==> config.mk <==
export PLATFORM = sky130hd
export DESIGN_NAME = acc_cal_regs
export DESIGN_NICKNAME = d
export VERILOG_FILES = /design/src/acc_pkg.sv /design/src/acc_sync3.sv /design/src/acc_cal_regs.sv
export VERILOG_INCLUDE_DIRS = /design/src
export SDC_FILE = /design/constraint.sdc
export NUM_CORES = 1
export LEC_CHECK = 0
export BUFFER_PORTS_ARGS = -buffer_cell sky130_fd_sc_hd__buf_2
export CAP_MARGIN = 20
export CORE_ASPECT_RATIO = 2
export CORE_UTILIZATION = 30
export DETAILED_ROUTE_END_ITERATION = 8
export PLACE_DENSITY = 0.55
export REMOVE_ABC_BUFFERS = 1
export SLEW_MARGIN = 20
export SYNTH_ARGS = -nofsm -noshare
export SYNTH_HDL_FRONTEND = slang
export SYNTH_SLANG_ARGS = --single-unit
==> constraint.sdc <==
create_clock -name clk -period 2.13 [get_ports clk]
set_clock_uncertainty 0.05 [all_clocks]
set_input_delay 0.426 -clock clk [delete_from_list [all_inputs] [get_ports clk]]
set_output_delay 0.426 -clock clk [all_outputs]
set_load 0.01 [all_outputs]
==> src/acc_params.svh <==
// constants for the calibration control register bank: offsets, fields, resets
// assumes inclusion by bare name from the package and the register module
`ifndef ACC_PARAMS_SVH
`define ACC_PARAMS_SVH

// ==========================================================================
// register indices (byte address on the bus is four times the index)
`define ACC_IDX_AVG 8'h68
`define ACC_IDX_STATUS 8'h6a
`define ACC_IDX_PIN 8'h6b
`define ACC_IDX_SOFT 8'h6c
`define ACC_IDX_CFG 8'h70
`define ACC_IDX_INT_STATUS 8'h71
`define ACC_IDX_INT_MASK 8'h72

// ==========================================================================
// reset values
`define ACC_RST_AVG 8'h61
`define ACC_RST_STATUS 8'h00
`define ACC_RST_PIN 8'h00
`define ACC_RST_SOFT 8'h01
`define ACC_RST_CFG 8'h00
`define ACC_RST_INT_MASK 8'h00

// ==========================================================================
// writable-bit masks; reserved positions are never stored and read as zero
`define ACC_WMASK_AVG 8'h77
`define ACC_WMASK_PIN 8'h07
`define ACC_WMASK_SOFT 8'h01
`define ACC_WMASK_CFG 8'h07
`define ACC_WMASK_INT 8'h1f

// ==========================================================================
// field positions
`define ACC_AVG_OFS_LSB 4
`define ACC_AVG_LIN_LSB 0
`define ACC_ST_CODE_LSB 2
`define ACC_ST_STOPPED 1
`define ACC_ST_FOREGROUND_COMPLETE_FLAG 0
`define ACC_PIN_SEL_LSB 1
`define ACC_PIN_TRIG_SRC 0
`define ACC_SOFT_TRIG 0
`define ACC_CFG_BG_EN 0
`define ACC_CFG_LP_EN 1
`define ACC_CFG_TRIG_SLEEP 2

// interrupt status bits
`define ACC_INT_FOREGROUND_COMPLETE_FLAG 0
`define ACC_INT_STOPPED 1
`define ACC_INT_RESUMED 2
`define ACC_INT_ALARM 3
`define ACC_INT_TRIG_EDGE 4

`endif

==> src/acc_pkg.sv <==
// types shared by the calibration control register bank
// assumes acc_params.svh sits in the same folder
`include "acc_params.svh"

package acc_pkg;

  // status pin source selection
  typedef enum logic [1:0] {
    ACC_SEL_FOREGROUND_COMPLETE_FLAG = 2'b00,
    ACC_SEL_STOPPED = 2'b01,
    ACC_SEL_ALARM = 2'b10,
    ACC_SEL_LOW = 2'b11
  } acc_status_sel_t;

  // one 8-bit register image
  typedef logic [7:0] acc_reg_t;

endpackage

==> src/acc_sync3.sv <==
// three-stage synchroniser with agreement filter for one asynchronous pin
// assumes the pin may change at any time relative to clk
`timescale 1ns/1ps
`default_nettype none

module acc_sync3 #(
  parameter logic RST_VAL = 1'b1
) (
  input wire logic clk,
  input wire logic rst_n,
  input wire logic async_in,
  output logic sync_out
);

  logic s1;
  logic s2;
  logic s3;
  logic next_sync_out;

  // ==========================================================================
  // filter: the output follows only when stages two and three agree
  always_comb begin
    next_sync_out = sync_out;
    if (s2 == s3) begin
      next_sync_out = s3;
    end
  end

  // stage one is read only by stage two, to keep metastability contained
  always_ff @(posedge clk or negedge rst_n) begin
    if (!rst_n) begin
      s1 <= RST_VAL;
      s2 <= RST_VAL;
      s3 <= RST_VAL;
      sync_out <= RST_VAL;
    end else begin
      s1 <= async_in;
      s2 <= s1;
      s3 <= s2;
      sync_out <= next_sync_out;
    end
  end

endmodule
`default_nettype wire

==> src/acc_cal_regs.sv <==
// calibration control and status register bank with apb slave
// assumes the calibration engine runs on clk and gives one-cycle event pulses;
// the external trigger pin is asynchronous and is synchronised here
//
// Decided for this implementation: register access over APB.
`timescale 1ns/1ps
`default_nettype none
`include "acc_params.svh"

// Notes on behaviour
// - offset averaging field, bits 6:4, writable, resets to 6.
// - linearity averaging field, bits 2:0, writable, resets to 1.
// - status register read-only; status code in bits 4:2 from the engine.
// - stopped flag, bit 1, rises when background calibration halts.
// - stopped flag clears when calibration resumes.
// - without background calibration, stopped sets on foreground finish or skip.
// - foreground done flag, bit 0, set on completion or skip.
// - select field bits 2:1 picks done, stopped, alarm or low for status pin.
// - source bit 0 takes the software trigger, pin ignored.
// - source bit 1 takes the trigger pin, software bit ignored.
// - software trigger bit 0 of its register, resets to 1.
// - triggered sleep, with low power and background calibration also enabled, wakes converter while trigger low, sleeps while high.
module acc_cal_regs #(
  parameter int ADDR_W = 10
) (
  input wire logic clk,
  input wire logic rst_n,
  // apb slave
  input wire logic psel,
  input wire logic penable,
  input wire logic pwrite,
  input wire logic [ADDR_W-1:0] paddr,
  input wire logic [31:0] pwdata,
  input wire logic [3:0] pstrb,
  output logic [31:0] prdata,
  output logic pready,
  output logic pslverr,
  // calibration engine side, same clock
  input wire logic cal_restart,
  input wire logic fg_finished,
  input wire logic bg_halted,
  input wire logic bg_resumed,
  input wire logic alarm_in,
  input wire logic [2:0] cal_stat_code,
  // pins
  input wire logic calibration_trigger_pin,
  output logic calibration_status_pin,
  // outputs to the calibration and power logic
  output logic calibration_trigger,
  output logic converter_wake,
  output logic [2:0] offset_averaging_level,
  output logic [2:0] linearity_averaging_level,
  output logic background_calibration_enable,
  output logic irq
);

  // ==========================================================================
  // register state
  acc_pkg::acc_reg_t avg_reg;
  acc_pkg::acc_reg_t pin_reg;
  acc_pkg::acc_reg_t soft_reg;
  acc_pkg::acc_reg_t cfg_reg;
  acc_pkg::acc_reg_t int_status;
  acc_pkg::acc_reg_t int_mask;
  acc_pkg::acc_reg_t next_avg_reg;
  acc_pkg::acc_reg_t next_pin_reg;
  acc_pkg::acc_reg_t next_soft_reg;
  acc_pkg::acc_reg_t next_cfg_reg;
  acc_pkg::acc_reg_t next_int_status;
  acc_pkg::acc_reg_t next_int_mask;

  // calibration flags
  logic foreground_complete_flag_flag;
  logic stopped_flag;
  logic alarm_flag;
  logic [2:0] stat_code;
  logic next_foreground_complete_flag_flag;
  logic next_stopped_flag;
  logic next_alarm_flag;
  logic [2:0] next_stat_code;

  // bus answer
  logic [31:0] next_prdata;
  logic next_pready;
  logic next_pslverr;

  // pin side
  logic trig_pin_sync;
  logic next_calibration_trigger;
  logic next_converter_wake;
  logic next_status_pin;
  logic next_irq;

  // decode helpers
  logic [7:0] idx;
  logic aligned;
  logic setup_phase;
  logic access_done;
  logic wr_en;
  logic hit;
  logic [7:0] wbyte;
  acc_pkg::acc_reg_t status_image;
  acc_pkg::acc_status_sel_t status_sel;
  logic [7:0] int_events;

  // ==========================================================================
  // external trigger pin synchroniser; idle level high means no trigger
  acc_sync3 #(
    .RST_VAL(1'b1)
  ) u_trig_sync (
    .clk(clk),
    .rst_n(rst_n),
    .async_in(calibration_trigger_pin),
    .sync_out(trig_pin_sync)
  );

  // ==========================================================================
  // address decode
  assign idx = paddr[9:2];
  assign aligned = (paddr[1:0] == 2'b00);
  assign setup_phase = psel && !penable && !pready;
  // a write lands only at the edge where the access phase sees pready
  assign access_done = psel && penable && pready;
  assign wr_en = access_done && pwrite && !pslverr && pstrb[0];
  assign wbyte = pwdata[7:0];
  assign status_sel = acc_pkg::acc_status_sel_t'(pin_reg[`ACC_PIN_SEL_LSB +: 2]);

  // mapped addresses
  always_comb begin
    hit = 1'b0;
    if (aligned) begin
      case (idx)
        `ACC_IDX_AVG: hit = 1'b1;
        `ACC_IDX_STATUS: hit = 1'b1;
        `ACC_IDX_PIN: hit = 1'b1;
        `ACC_IDX_SOFT: hit = 1'b1;
        `ACC_IDX_CFG: hit = 1'b1;
        `ACC_IDX_INT_STATUS: hit = 1'b1;
        `ACC_IDX_INT_MASK: hit = 1'b1;
        default: hit = 1'b0;
      endcase
    end
  end

  // status image built only from engine state
  always_comb begin
    status_image = 8'h00;
    status_image[`ACC_ST_CODE_LSB +: 3] = stat_code;
    status_image[`ACC_ST_STOPPED] = stopped_flag;
    status_image[`ACC_ST_FOREGROUND_COMPLETE_FLAG] = foreground_complete_flag_flag;
  end

  // ==========================================================================
  // apb answer: data and pready are registered in the setup cycle, so every
  // access has exactly one access cycle and no wait states
  always_comb begin
    next_pready = setup_phase;
    next_pslverr = 1'b0;
    next_prdata = prdata;
    if (setup_phase) begin
      next_pslverr = !hit;
      next_prdata = 32'h0000_0000;
      if (!pwrite && hit) begin
        case (idx)
          `ACC_IDX_AVG: next_prdata[7:0] = avg_reg;
          `ACC_IDX_STATUS: next_prdata[7:0] = status_image;
          `ACC_IDX_PIN: next_prdata[7:0] = pin_reg;
          `ACC_IDX_SOFT: next_prdata[7:0] = soft_reg;
          `ACC_IDX_CFG: next_prdata[7:0] = cfg_reg;
          `ACC_IDX_INT_STATUS: next_prdata[7:0] = int_status;
          `ACC_IDX_INT_MASK: next_prdata[7:0] = int_mask;
          default: next_prdata = 32'h0000_0000;
        endcase
      end
    end
  end

  always_ff @(posedge clk or negedge rst_n) begin
    if (!rst_n) begin
      prdata <= 32'h0000_0000;
      pready <= 1'b0;
      pslverr <= 1'b0;
    end else begin
      prdata <= next_prdata;
      pready <= next_pready;
      pslverr <= next_pslverr;
    end
  end

  // ==========================================================================
  // software-written registers; status register ignores writes entirely
  always_comb begin
    next_avg_reg = avg_reg;
    next_pin_reg = pin_reg;
    next_soft_reg = soft_reg;
    next_cfg_reg = cfg_reg;
    next_int_mask = int_mask;
    if (wr_en) begin
      // reserved positions are not stored, so stray ones do no harm
      case (idx)
        `ACC_IDX_AVG: next_avg_reg = wbyte & `ACC_WMASK_AVG;
        `ACC_IDX_PIN: next_pin_reg = wbyte & `ACC_WMASK_PIN;
        `ACC_IDX_SOFT: next_soft_reg = wbyte & `ACC_WMASK_SOFT;
        `ACC_IDX_CFG: next_cfg_reg = wbyte & `ACC_WMASK_CFG;
        `ACC_IDX_INT_MASK: next_int_mask = wbyte & `ACC_WMASK_INT;
        default: next_avg_reg = avg_reg;
      endcase
    end
  end

  always_ff @(posedge clk or negedge rst_n) begin
    if (!rst_n) begin
      avg_reg <= `ACC_RST_AVG;
      pin_reg <= `ACC_RST_PIN;
      soft_reg <= `ACC_RST_SOFT;
      cfg_reg <= `ACC_RST_CFG;
      int_mask <= `ACC_RST_INT_MASK;
    end else begin
      avg_reg <= next_avg_reg;
      pin_reg <= next_pin_reg;
      soft_reg <= next_soft_reg;
      cfg_reg <= next_cfg_reg;
      int_mask <= next_int_mask;
    end
  end

  // ==========================================================================
  // calibration flags; a set event in the restart cycle still wins
  always_comb begin
    next_foreground_complete_flag_flag = foreground_complete_flag_flag;
    next_stopped_flag = stopped_flag;
    next_alarm_flag = alarm_in;
    next_stat_code = cal_stat_code;
    if (cal_restart) begin
      next_foreground_complete_flag_flag = 1'b0;
      next_stopped_flag = 1'b0;
    end
    if (bg_resumed) begin
      next_stopped_flag = 1'b0;
    end
    if (fg_finished) begin
      next_foreground_complete_flag_flag = 1'b1;
    end
    if (bg_halted && cfg_reg[`ACC_CFG_BG_EN]) begin
      next_stopped_flag = 1'b1;
    end
    if (fg_finished && !cfg_reg[`ACC_CFG_BG_EN]) begin
      next_stopped_flag = 1'b1;
    end
  end

  always_ff @(posedge clk or negedge rst_n) begin
    if (!rst_n) begin
      foreground_complete_flag_flag <= 1'b0;
      stopped_flag <= 1'b0;
      alarm_flag <= 1'b0;
      stat_code <= 3'h0;
    end else begin
      foreground_complete_flag_flag <= next_foreground_complete_flag_flag;
      stopped_flag <= next_stopped_flag;
      alarm_flag <= next_alarm_flag;
      stat_code <= next_stat_code;
    end
  end

  // ==========================================================================
  // trigger selection, status pin and sleep control
  always_comb begin
    if (pin_reg[`ACC_PIN_TRIG_SRC]) begin
      next_calibration_trigger = trig_pin_sync;
    end else begin
      next_calibration_trigger = soft_reg[`ACC_SOFT_TRIG];
    end
    case (status_sel)
      acc_pkg::ACC_SEL_FOREGROUND_COMPLETE_FLAG: next_status_pin = next_foreground_complete_flag_flag;
      acc_pkg::ACC_SEL_STOPPED: next_status_pin = next_stopped_flag;
      acc_pkg::ACC_SEL_ALARM: next_status_pin = next_alarm_flag;
      acc_pkg::ACC_SEL_LOW: next_status_pin = 1'b0;
      default: next_status_pin = 1'b0;
    endcase
    // wake while trigger low; next values keep wake in step with trigger
    next_converter_wake = next_cfg_reg[`ACC_CFG_LP_EN] && next_cfg_reg[`ACC_CFG_BG_EN] &&
      next_cfg_reg[`ACC_CFG_TRIG_SLEEP] && !next_calibration_trigger;
  end

  // trigger resets high so a quiet system sees no trigger request
  always_ff @(posedge clk or negedge rst_n) begin
    if (!rst_n) begin
      calibration_trigger <= 1'b1;
      calibration_status_pin <= 1'b0;
      converter_wake <= 1'b0;
    end else begin
      calibration_trigger <= next_calibration_trigger;
      calibration_status_pin <= next_status_pin;
      converter_wake <= next_converter_wake;
    end
  end

  // ==========================================================================
  // interrupt events are edges of the visible flags and of the trigger
  always_comb begin
    int_events = 8'h00;
    int_events[`ACC_INT_FOREGROUND_COMPLETE_FLAG] = next_foreground_complete_flag_flag && !foreground_complete_flag_flag;
    int_events[`ACC_INT_STOPPED] = next_stopped_flag && !stopped_flag;
    int_events[`ACC_INT_RESUMED] = !next_stopped_flag && stopped_flag;
    int_events[`ACC_INT_ALARM] = next_alarm_flag && !alarm_flag;
    int_events[`ACC_INT_TRIG_EDGE] = next_calibration_trigger != calibration_trigger;
  end

  // sticky status, write one to clear; a new event beats a clear in the same cycle
  always_comb begin
    next_int_status = int_status;
    if (wr_en && idx == `ACC_IDX_INT_STATUS) begin
      next_int_status = int_status & ~wbyte;
    end
    next_int_status = (next_int_status | int_events) & `ACC_WMASK_INT;
    next_irq = |(next_int_status & int_mask);
    // mask writes take effect on the same edge as the stored mask
    if (wr_en && idx == `ACC_IDX_INT_MASK) begin
      next_irq = |(next_int_status & wbyte & `ACC_WMASK_INT);
    end
  end

  always_ff @(posedge clk or negedge rst_n) begin
    if (!rst_n) begin
      int_status <= 8'h00;
      irq <= 1'b0;
    end else begin
      int_status <= next_int_status;
      irq <= next_irq;
    end
  end

  // ==========================================================================
  // field outputs straight from the register flops
  assign offset_averaging_level = avg_reg[`ACC_AVG_OFS_LSB +: 3];
  assign linearity_averaging_level = avg_reg[`ACC_AVG_LIN_LSB +: 3];
  assign background_calibration_enable = cfg_reg[`ACC_CFG_BG_EN];

endmodule
`default_nettype wire

==> qor.txt, run 1 <==
Total Wirelength = 5.53 mm
Crit start category = primary input
Yosys synthesis warning count = 0
Post-synth ARST share = 100%
Worst setup path class = in2reg
Worst setup slack before clock tree synthesis = -0.398 ns
Worst-case clock buffer depth = 2
Core Rows = 45
Final HPWL DP = 4.35 mm
Violations in the final reports = setup timing
Die Width = 64.1 um
Drt initial violations = 44
Pin count of the biggest net entering global routing = 47
Worst Path Max Fanout = 3
WL per Instance = 14.5 um
Fraction of final layout cells with drive strength greater than 1 = 42.0%
Post-route clock period utilization = 101%
Filler instances = 777
Layout net count = 345
Number of max-slew violations in the final report = 0
Layout Area Growth over Synthesis = 28.5%
Non-filler instance count after layout = 380
Count of unresolved DRC violations after routing = 0
Via/cell ratio = 4.72
Count of antenna-violating nets left after detailed routing = 0
Gate Count Post-Synth = 206
Port Buffers = 51
Final setup violation count = 1
Gp weighted congestion = 0.787
Status = complete, but fails checks
Number of buffers created by CTS = 5
Core footprint = 7540 um^2
Cell area after synthesis = 2320 um^2
Slew @ Worst Pin = 0.588 ns
Period minus WS final = 2.16 ns
Sequential share of the synthesized area = 50.2%
Gr ovfl total = 0
Boundary pin count = 105
Cell total after placement = 367
Signal arrival time at the worst endpoint = 2.29 ns
Maximum VDD drop = 0.461 mV
First-pass GRT wire length = 8.97 mm
Kind of end point of the critical path = register
Number of distinct library cell variants in the gate-level netlist after synthesis = 44
Clk slew on worst S/H paths = 0.06 ns
Global-route usage over all layers = 14.7%
Unrepaired setup endpoints after global routing = true
Leakage Power = 1.47 nW
Area post-placement = 2730 um^2
Max-cap violation count = 0
Number of levels the H-tree was split into = 2
Die Y = 126 um
Floorplan die area = 8100 um^2
Final Hold Vio Count = 0
Number of flops mapped to enable cells by yosys = 0
Clock Sinks = 46
Fmax achieved = 0.464 GHz
Top FF cell, synth = sky130_fd_sc_hd__dfrtp_1
Via count of the first global-routing pass = 1,796
Clock tree from TritonCTS = done
Required arrival time at the worst endpoint = 2.26 ns
Routed via count = 1,794
Initial antenna violation count = 0
Antenna diodes = 0
Effective utilization at floorplan = 30.7%
Worst min path class = in2async
Max-slew headroom at the worst pin = 60.8%
Flip-flop and latch count after synthesis = 46
Minimum setup slack in the final design = -0.0266 ns
Post-route cell area = 2980 um^2
Latest clock arrival within the worst-skew pair = 0.29 ns
Number of detailed-routing iterations run before antenna repair = 4
Flip-flop count of the largest register after layout = 7
Ratio of total power to cell area = 665 nW/um^2
Synthesized area divided by synthesized cell count = 11.2 um^2
Buffer cell driving the clock tree root = sky130_fd_sc_hd__clkbuf_16
[synthesized netlist by cell type (2+ instances only)]
cell,instances,area share [%]
sky130_fd_sc_hd__a21oi_1,5,1.1
sky130_fd_sc_hd__inv_1,4,0.65
sky130_fd_sc_hd__nor2_1,8,1.3
sky130_fd_sc_hd__a22o_1,6,2.3
sky130_fd_sc_hd__mux2i_1,7,3.0
sky130_fd_sc_hd__a211oi_1,2,0.65
sky130_fd_sc_hd__dfstp_2,9,10
sky130_fd_sc_hd__and2_1,2,0.54
sky130_fd_sc_hd__nand3b_1,3,0.97
sky130_fd_sc_hd__buf_4,25,8.1
sky130_fd_sc_hd__nand3_1,7,1.5
sky130_fd_sc_hd__buf_1,2,0.32
sky130_fd_sc_hd__nor2b_1,4,1.1
sky130_fd_sc_hd__dfrtp_1,37,40
sky130_fd_sc_hd__mux2_2,21,10
sky130_fd_sc_hd__a21o_1,6,1.9
sky130_fd_sc_hd__a22oi_1,2,0.65
sky130_fd_sc_hd__nand2_1,18,2.9
sky130_fd_sc_hd__o21ai_0,13,2.8
[critical path, cell delays in order]
cell                       delay, ns
sky130_fd_sc_hd__buf_6          0.09
sky130_fd_sc_hd__or3b_4         0.41
sky130_fd_sc_hd__nor4_4         0.25
sky130_fd_sc_hd__buf_4          0.18
sky130_fd_sc_hd__a311oi_2       0.08
sky130_fd_sc_hd__or3b_1         0.40
sky130_fd_sc_hd__a221oi_2       0.22
sky130_fd_sc_hd__a2bb2o_4       0.23
[path summary, 6_finish.rpt]
path                                         startpoint             end  slack, ns  depth (start not counted)
worst max register to register                   pready             irq       0.10                          7
min in group clk                calibration_trigger_pin  u_trig_sync.s1       0.18                          1
worst min register to register           u_trig_sync.s1  u_trig_sync.s2       0.31                          0
worst min-delay path                              rst_n    stat_code[2]       0.16                          2
max in group asynchronous                         rst_n         pslverr       1.46                          2
worst max-delay path                           paddr[5]             irq      -0.03                          8
[cells in the final DEF, fill, tap and decap left out, types with 5 or more instances in the layout]
cell type                   Yosys  layout
sky130_fd_sc_hd__dfstp_2        9       9
sky130_fd_sc_hd__clkbuf_16      0       5
sky130_fd_sc_hd__conb_1         1      25
sky130_fd_sc_hd__buf_4         25      25
sky130_fd_sc_hd__dfrtp_1       37      37
sky130_fd_sc_hd__mux2i_1        7       7
sky130_fd_sc_hd__mux2_2        21      21
sky130_fd_sc_hd__a21o_1         6       6
sky130_fd_sc_hd__nand2_1       18      18
sky130_fd_sc_hd__a22o_1         6       6
sky130_fd_sc_hd__a21oi_1        5       5
sky130_fd_sc_hd__nor2_1         8       8
sky130_fd_sc_hd__o21ai_0       13      13
sky130_fd_sc_hd__buf_2          0      49
sky130_fd_sc_hd__nand3_1        7       7
[where the power goes]
group / internal [mW] / total (mW) / switching [mW]
clock network: 0.562 / 0.901 / 0.340
logic: 0.0689 / 0.172 / 0.104
registers: 0.895 / 0.906 / 0.0103
[cell type report]
type                       instances  area, um^2  area share, %
sequential                        46        1160           39.1
clock buffer                       5         125           4.21
timing repair buffer              76         455           15.3
tap                               94         118           3.95
inverter                           4        15.0          0.505
clock inverter                     3        47.5           1.60
multi-input combinational        152        1050           35.4
[cells by family after synthesis]
kind of cell	count (synthesis)	synth area share, %
AO/OA/AOI/OAI	43	13.5
XOR/XNOR	1	0.378
adder cells (fa/ha/maj)	1	0.432
buffers and inverters	32	9.24
flip-flops	46	50.2
multiplexers	28	13.2
other	1	0.162
AND/OR/NAND/NOR	54	12.9
[what timing repair did]
action                                  in CTS  in global routing
pin swaps                                    6                  4
gates cloned                                 0                  0
hold buffers                                 0                  0
resized for setup                            1                  3
endpoints found under the setup margin       1                  1
setup buffers                                3                  2
[per-layer routing]
metal	GRT usage [%]	up-vias	wire length (um)	part of all wire [%]
li1	-	849	-	-
met1	14.8	876	1970	36
met2	28.6	60	3210	58
met3	2.36	9	201	3.6
met4	6.54	0	142	2.6
met5	0	-	0	0
[stage by stage]
| stage | hold WS, ns | power [mW] | TNS [ns] | utilization [%] |
|---|---|---|---|---|
| floorplan | 0.0804 | 0.985 | -0.269 | - |
| global placement | 0.298 | 1.09 | -0.962 | 36.2 |
| detailed placement | 0.301 | 1.09 | -1.15 | 36.2 |
| CTS | 0.177 | 2.01 | -0.0112 | 39.0 |
| global route | 0.171 | 2.06 | -0.0631 | 39.4 |
| finish | 0.159 | 1.98 | -0.0266 | 39.4 |
Note: power is estimated with default switching activity, not from simulation.
==> inputs of run 2 (changes only) <==
--- a/config.mk
+++ b/config.mk
@@ -9,9 +9,10 @@
 export BUFFER_PORTS_ARGS = -buffer_cell sky130_fd_sc_hd__buf_2
 export CAP_MARGIN = 20
 export CORE_ASPECT_RATIO = 2
+export CORE_MARGIN = 2
 export CORE_UTILIZATION = 30
 export DETAILED_ROUTE_END_ITERATION = 8
-export PLACE_DENSITY = 0.55
+export PLACE_DENSITY = 0.59
 export REMOVE_ABC_BUFFERS = 1
 export SLEW_MARGIN = 20
 export SYNTH_ARGS = -nofsm -noshare
==> run 2 against run 1 <==
Net effect:
- the run now ends clean
- worst setup slack improved by 0.046 ns
- critical endpoint unchanged
- clock power is 4.3% lower
- sequential share of layout area is 0.42 points higher
- final cell count decreased by 0.53%
- die area increased by 4.8%
- first-iteration DRC count up 32%
- critical path depth is 1 lower
- wire length is 0.14% lower
- count of clock-buffer cells in the layout unchanged
- combinational power is 3% lower
- critical path type is now reg2reg
- cell area shrank 1.1%
==> qor.txt, run 2 (same netlist as run 1, synthesis figures left out) <==
Status = finished, final reports clean
Delay-heaviest family, CP = simple AND/OR/NAND/NOR gates
Number of max-slew violations in the final report = 0 (unchanged)
Critical-path cell with the highest stage delay = sky130_fd_sc_hd__or3b_1
Number of levels the H-tree was split into = 2 (unchanged)
Internal power = 1.51 mW (-1.1%)
Number of buffers created by CTS = 5 (unchanged)
Buffers & Inverters on Critical Path = 1 (-1)
Clock tree from TritonCTS = done
Boundary pin count = 105 (unchanged)
Final setup violation count = 0 (-1)
Routed metal-1 wirelength = 1.90 mm (-3.8%)
Number of detailed-routing iterations run before antenna repair = 4 (unchanged)
Die Y = 128 um (+1.6%)
Worst-case clock buffer depth = 2 (unchanged)
Uppermost layer routed = met4
Count of unresolved DRC violations after routing = 0 (unchanged)
Post-route cell area = 2940 um^2 (-1.1%)
Global-route usage over all layers = 13.8% (-0.91 points)
End-of-flow core utilization = 39.0% (-0.41 points)
Signal arrival time at the worst endpoint = 2.24 ns (-0.05 ns)
Count of antenna-violating nets left after detailed routing = 0 (unchanged)
Share of power burned in registers = 46.8% (+1.0 points)
First-pass GRT wire length = 8.71 mm (-2.9%)
Switching part of the total power = 22.1% (-0.83 points)
Final HPWL DP = 4.38 mm (+0.76%)
Layout Area Growth over Synthesis = 27.1%
Floorplan die area = 8480 um^2 (+4.8%)
Crit start category = register
Slew @ Worst Pin = 0.571 ns (-0.0179 ns)
Non-filler instance count after layout = 378 (-0.53%)
Port Buffers = 51 (unchanged)
Initial antenna violation count = 0 (unchanged)
CP max stage delay = 0.40 ns (about the same)
Worst setup path class = reg2reg
Total Wirelength = 5.52 mm (-0.14%)
Kind of end point of the critical path = register
Fraction of power consumed by combinational cells = 8.6% (about the same)
Leakage Power = 1.45 nW (-1.3%)
Layout net count = 343 (-0.58%)
Buffer cell driving the clock tree root = sky130_fd_sc_hd__clkbuf_16
Commonest non-fill, non-tap cells in the layout = sky130_fd_sc_hd__buf_2, sky130_fd_sc_hd__dfrtp_1, sky130_fd_sc_hd__conb_1
Most common cell after layout, fill and taps aside = sky130_fd_sc_hd__buf_2
Routed length on met3 = 216 um (+7.5%)
Total Neg Setup Slack = 0 ns (+0.0266 ns)
Post-route clock period utilization = 99.1% (-2.1 points)
WL per Instance = 14.6 um (+0.38%)
Fraction of final layout cells with drive strength greater than 1 = 41.9% (-0.057 points)
Core footprint = 7540 um^2 (unchanged)
Gr ovfl total = 0 (unchanged)
Die Width = 66.1 um (+3.1%)
Drt initial violations = 58 (+32%)
Clock Sinks = 46 (unchanged)
Ratio of total power to cell area = 658 nW/um^2 (-1.1%)
Worst min path class = in2async
Max-cap violation count = 0 (unchanged)
Part of the power in the clock network = 44.5% (-1.0 points)
Sum of met2 wire segment lengths after detailed routing = 3.23 mm (+0.78%)
Area post-placement = 2740 um^2 (+0.28%)
Maximum VDD drop = 0.365 mV (-21%)
Antenna diodes = 0 (unchanged)
Via/cell ratio = 4.70 (-0.54%)
Flip-flop count of the largest register after layout = 7 (unchanged)
Pin count of the biggest net entering global routing = 47 (unchanged)
Cell total after placement = 368 (+0.27%)
Worst Hold Slack = 0.169 ns (+0.00968 ns)
Max-slew headroom at the worst pin = 62.0% (+1.2 points)
Effective utilization at floorplan = 30.7% (unchanged)
Switching power = 0.428 mW (-5.7%)
Routed via count = 1,775 (-1.1%)
Via count of the first global-routing pass = 1,811 (+0.84%)
Latest clock arrival within the worst-skew pair = 0.28 ns (about the same)
Critical-path cell list = nand4bb_4 > nor4_4 > buf_4 > a31oi_1 > or3b_1 > a221oi_2 > a2bb2o_4
Fmax achieved = 0.474 GHz (+2.2%)
Core Rows = 45 (unchanged)
Required arrival time at the worst endpoint = 2.26 ns (about the same)
Unrepaired setup endpoints after global routing = true
Final Hold Vio Count = 0 (unchanged)
Clk slew on worst S/H paths = 0.06 ns (about the same)
Worst Path Max Fanout = 3 (unchanged)
Period minus WS final = 2.11 ns (-0.0457 ns)
Gp weighted congestion = 0.813 (+3.3%)
[run 2: final timing paths]
check	start	endpoint	slack, ns	cells past startpoint
min reg2reg	u_trig_sync.s1	u_trig_sync.s2	0.31	0
min	rst_n	stat_code[0]	0.17	2
max reg2reg	pslverr	irq	0.02	7
max	pslverr	irq	0.02	7
max in group asynchronous	rst_n	int_status[1]	1.47	2
min in group clk	calibration_trigger_pin	u_trig_sync.s1	0.19	1
[run 2: worst register-to-register path: stages (launching register included)]
cell and delay, ns:
sky130_fd_sc_hd__dfrtp_1 0.39, sky130_fd_sc_hd__nand4bb_4 0.21, sky130_fd_sc_hd__nor4_4 0.25, sky130_fd_sc_hd__buf_4 0.17, sky130_fd_sc_hd__a31oi_1 0.07, sky130_fd_sc_hd__or3b_1 0.40
sky130_fd_sc_hd__a221oi_2 0.22, sky130_fd_sc_hd__a2bb2o_4 0.23
[run 2: layout make-up]
cell class	instances	area (um^2)
clock buffer	5	125
clock inverter	3	40.0
fill	784	4600
inverter	4	15.0
multi-input combinational	152	1060
sequential	46	1160
tap	94	118
timing repair buffer	74	428
[run 2: metrics by stage]
step	setup slack (ns)	total power, mW
final	0.0191	1.94
after global routing	-0.0421	2.01
after CTS	0.0204	1.97
after detailed placement	-0.443	1.08
after global placement	-0.407	1.08
after floorplan	-0.201	0.985
[run 2: power by group through the flow]
stage | logic, mW | registers (mW) | clock network [mW]
final | 0.167 | 0.907 | 0.862
after floorplan | 0.0650 | 0.920 | 0
after global routing | 0.187 | 0.907 | 0.920
after CTS | 0.168 | 0.906 | 0.891
after detailed placement | 0.162 | 0.922 | 0
after global placement | 0.161 | 0.922 | 0
[run 2: layer usage]
metal  global-route usage [%]  vias up
met1                     13.3      865
met4                     7.20        0
met5                        0        -
li1                         -      844
met3                     2.55       11
met2                     26.4       55
[run 2: what timing repair did]
| action | 4_1_cts | 5_1_grt |
|---|---|---|
| gates resized for setup | 1 | 2 |
| pin swaps | 4 | 0 |
| buffers inserted | 2 | 0 |
| setup endpoints to repair | 1 | 1 |
| hold buffers | 0 | 0 |
| cloned | 0 | 0 |
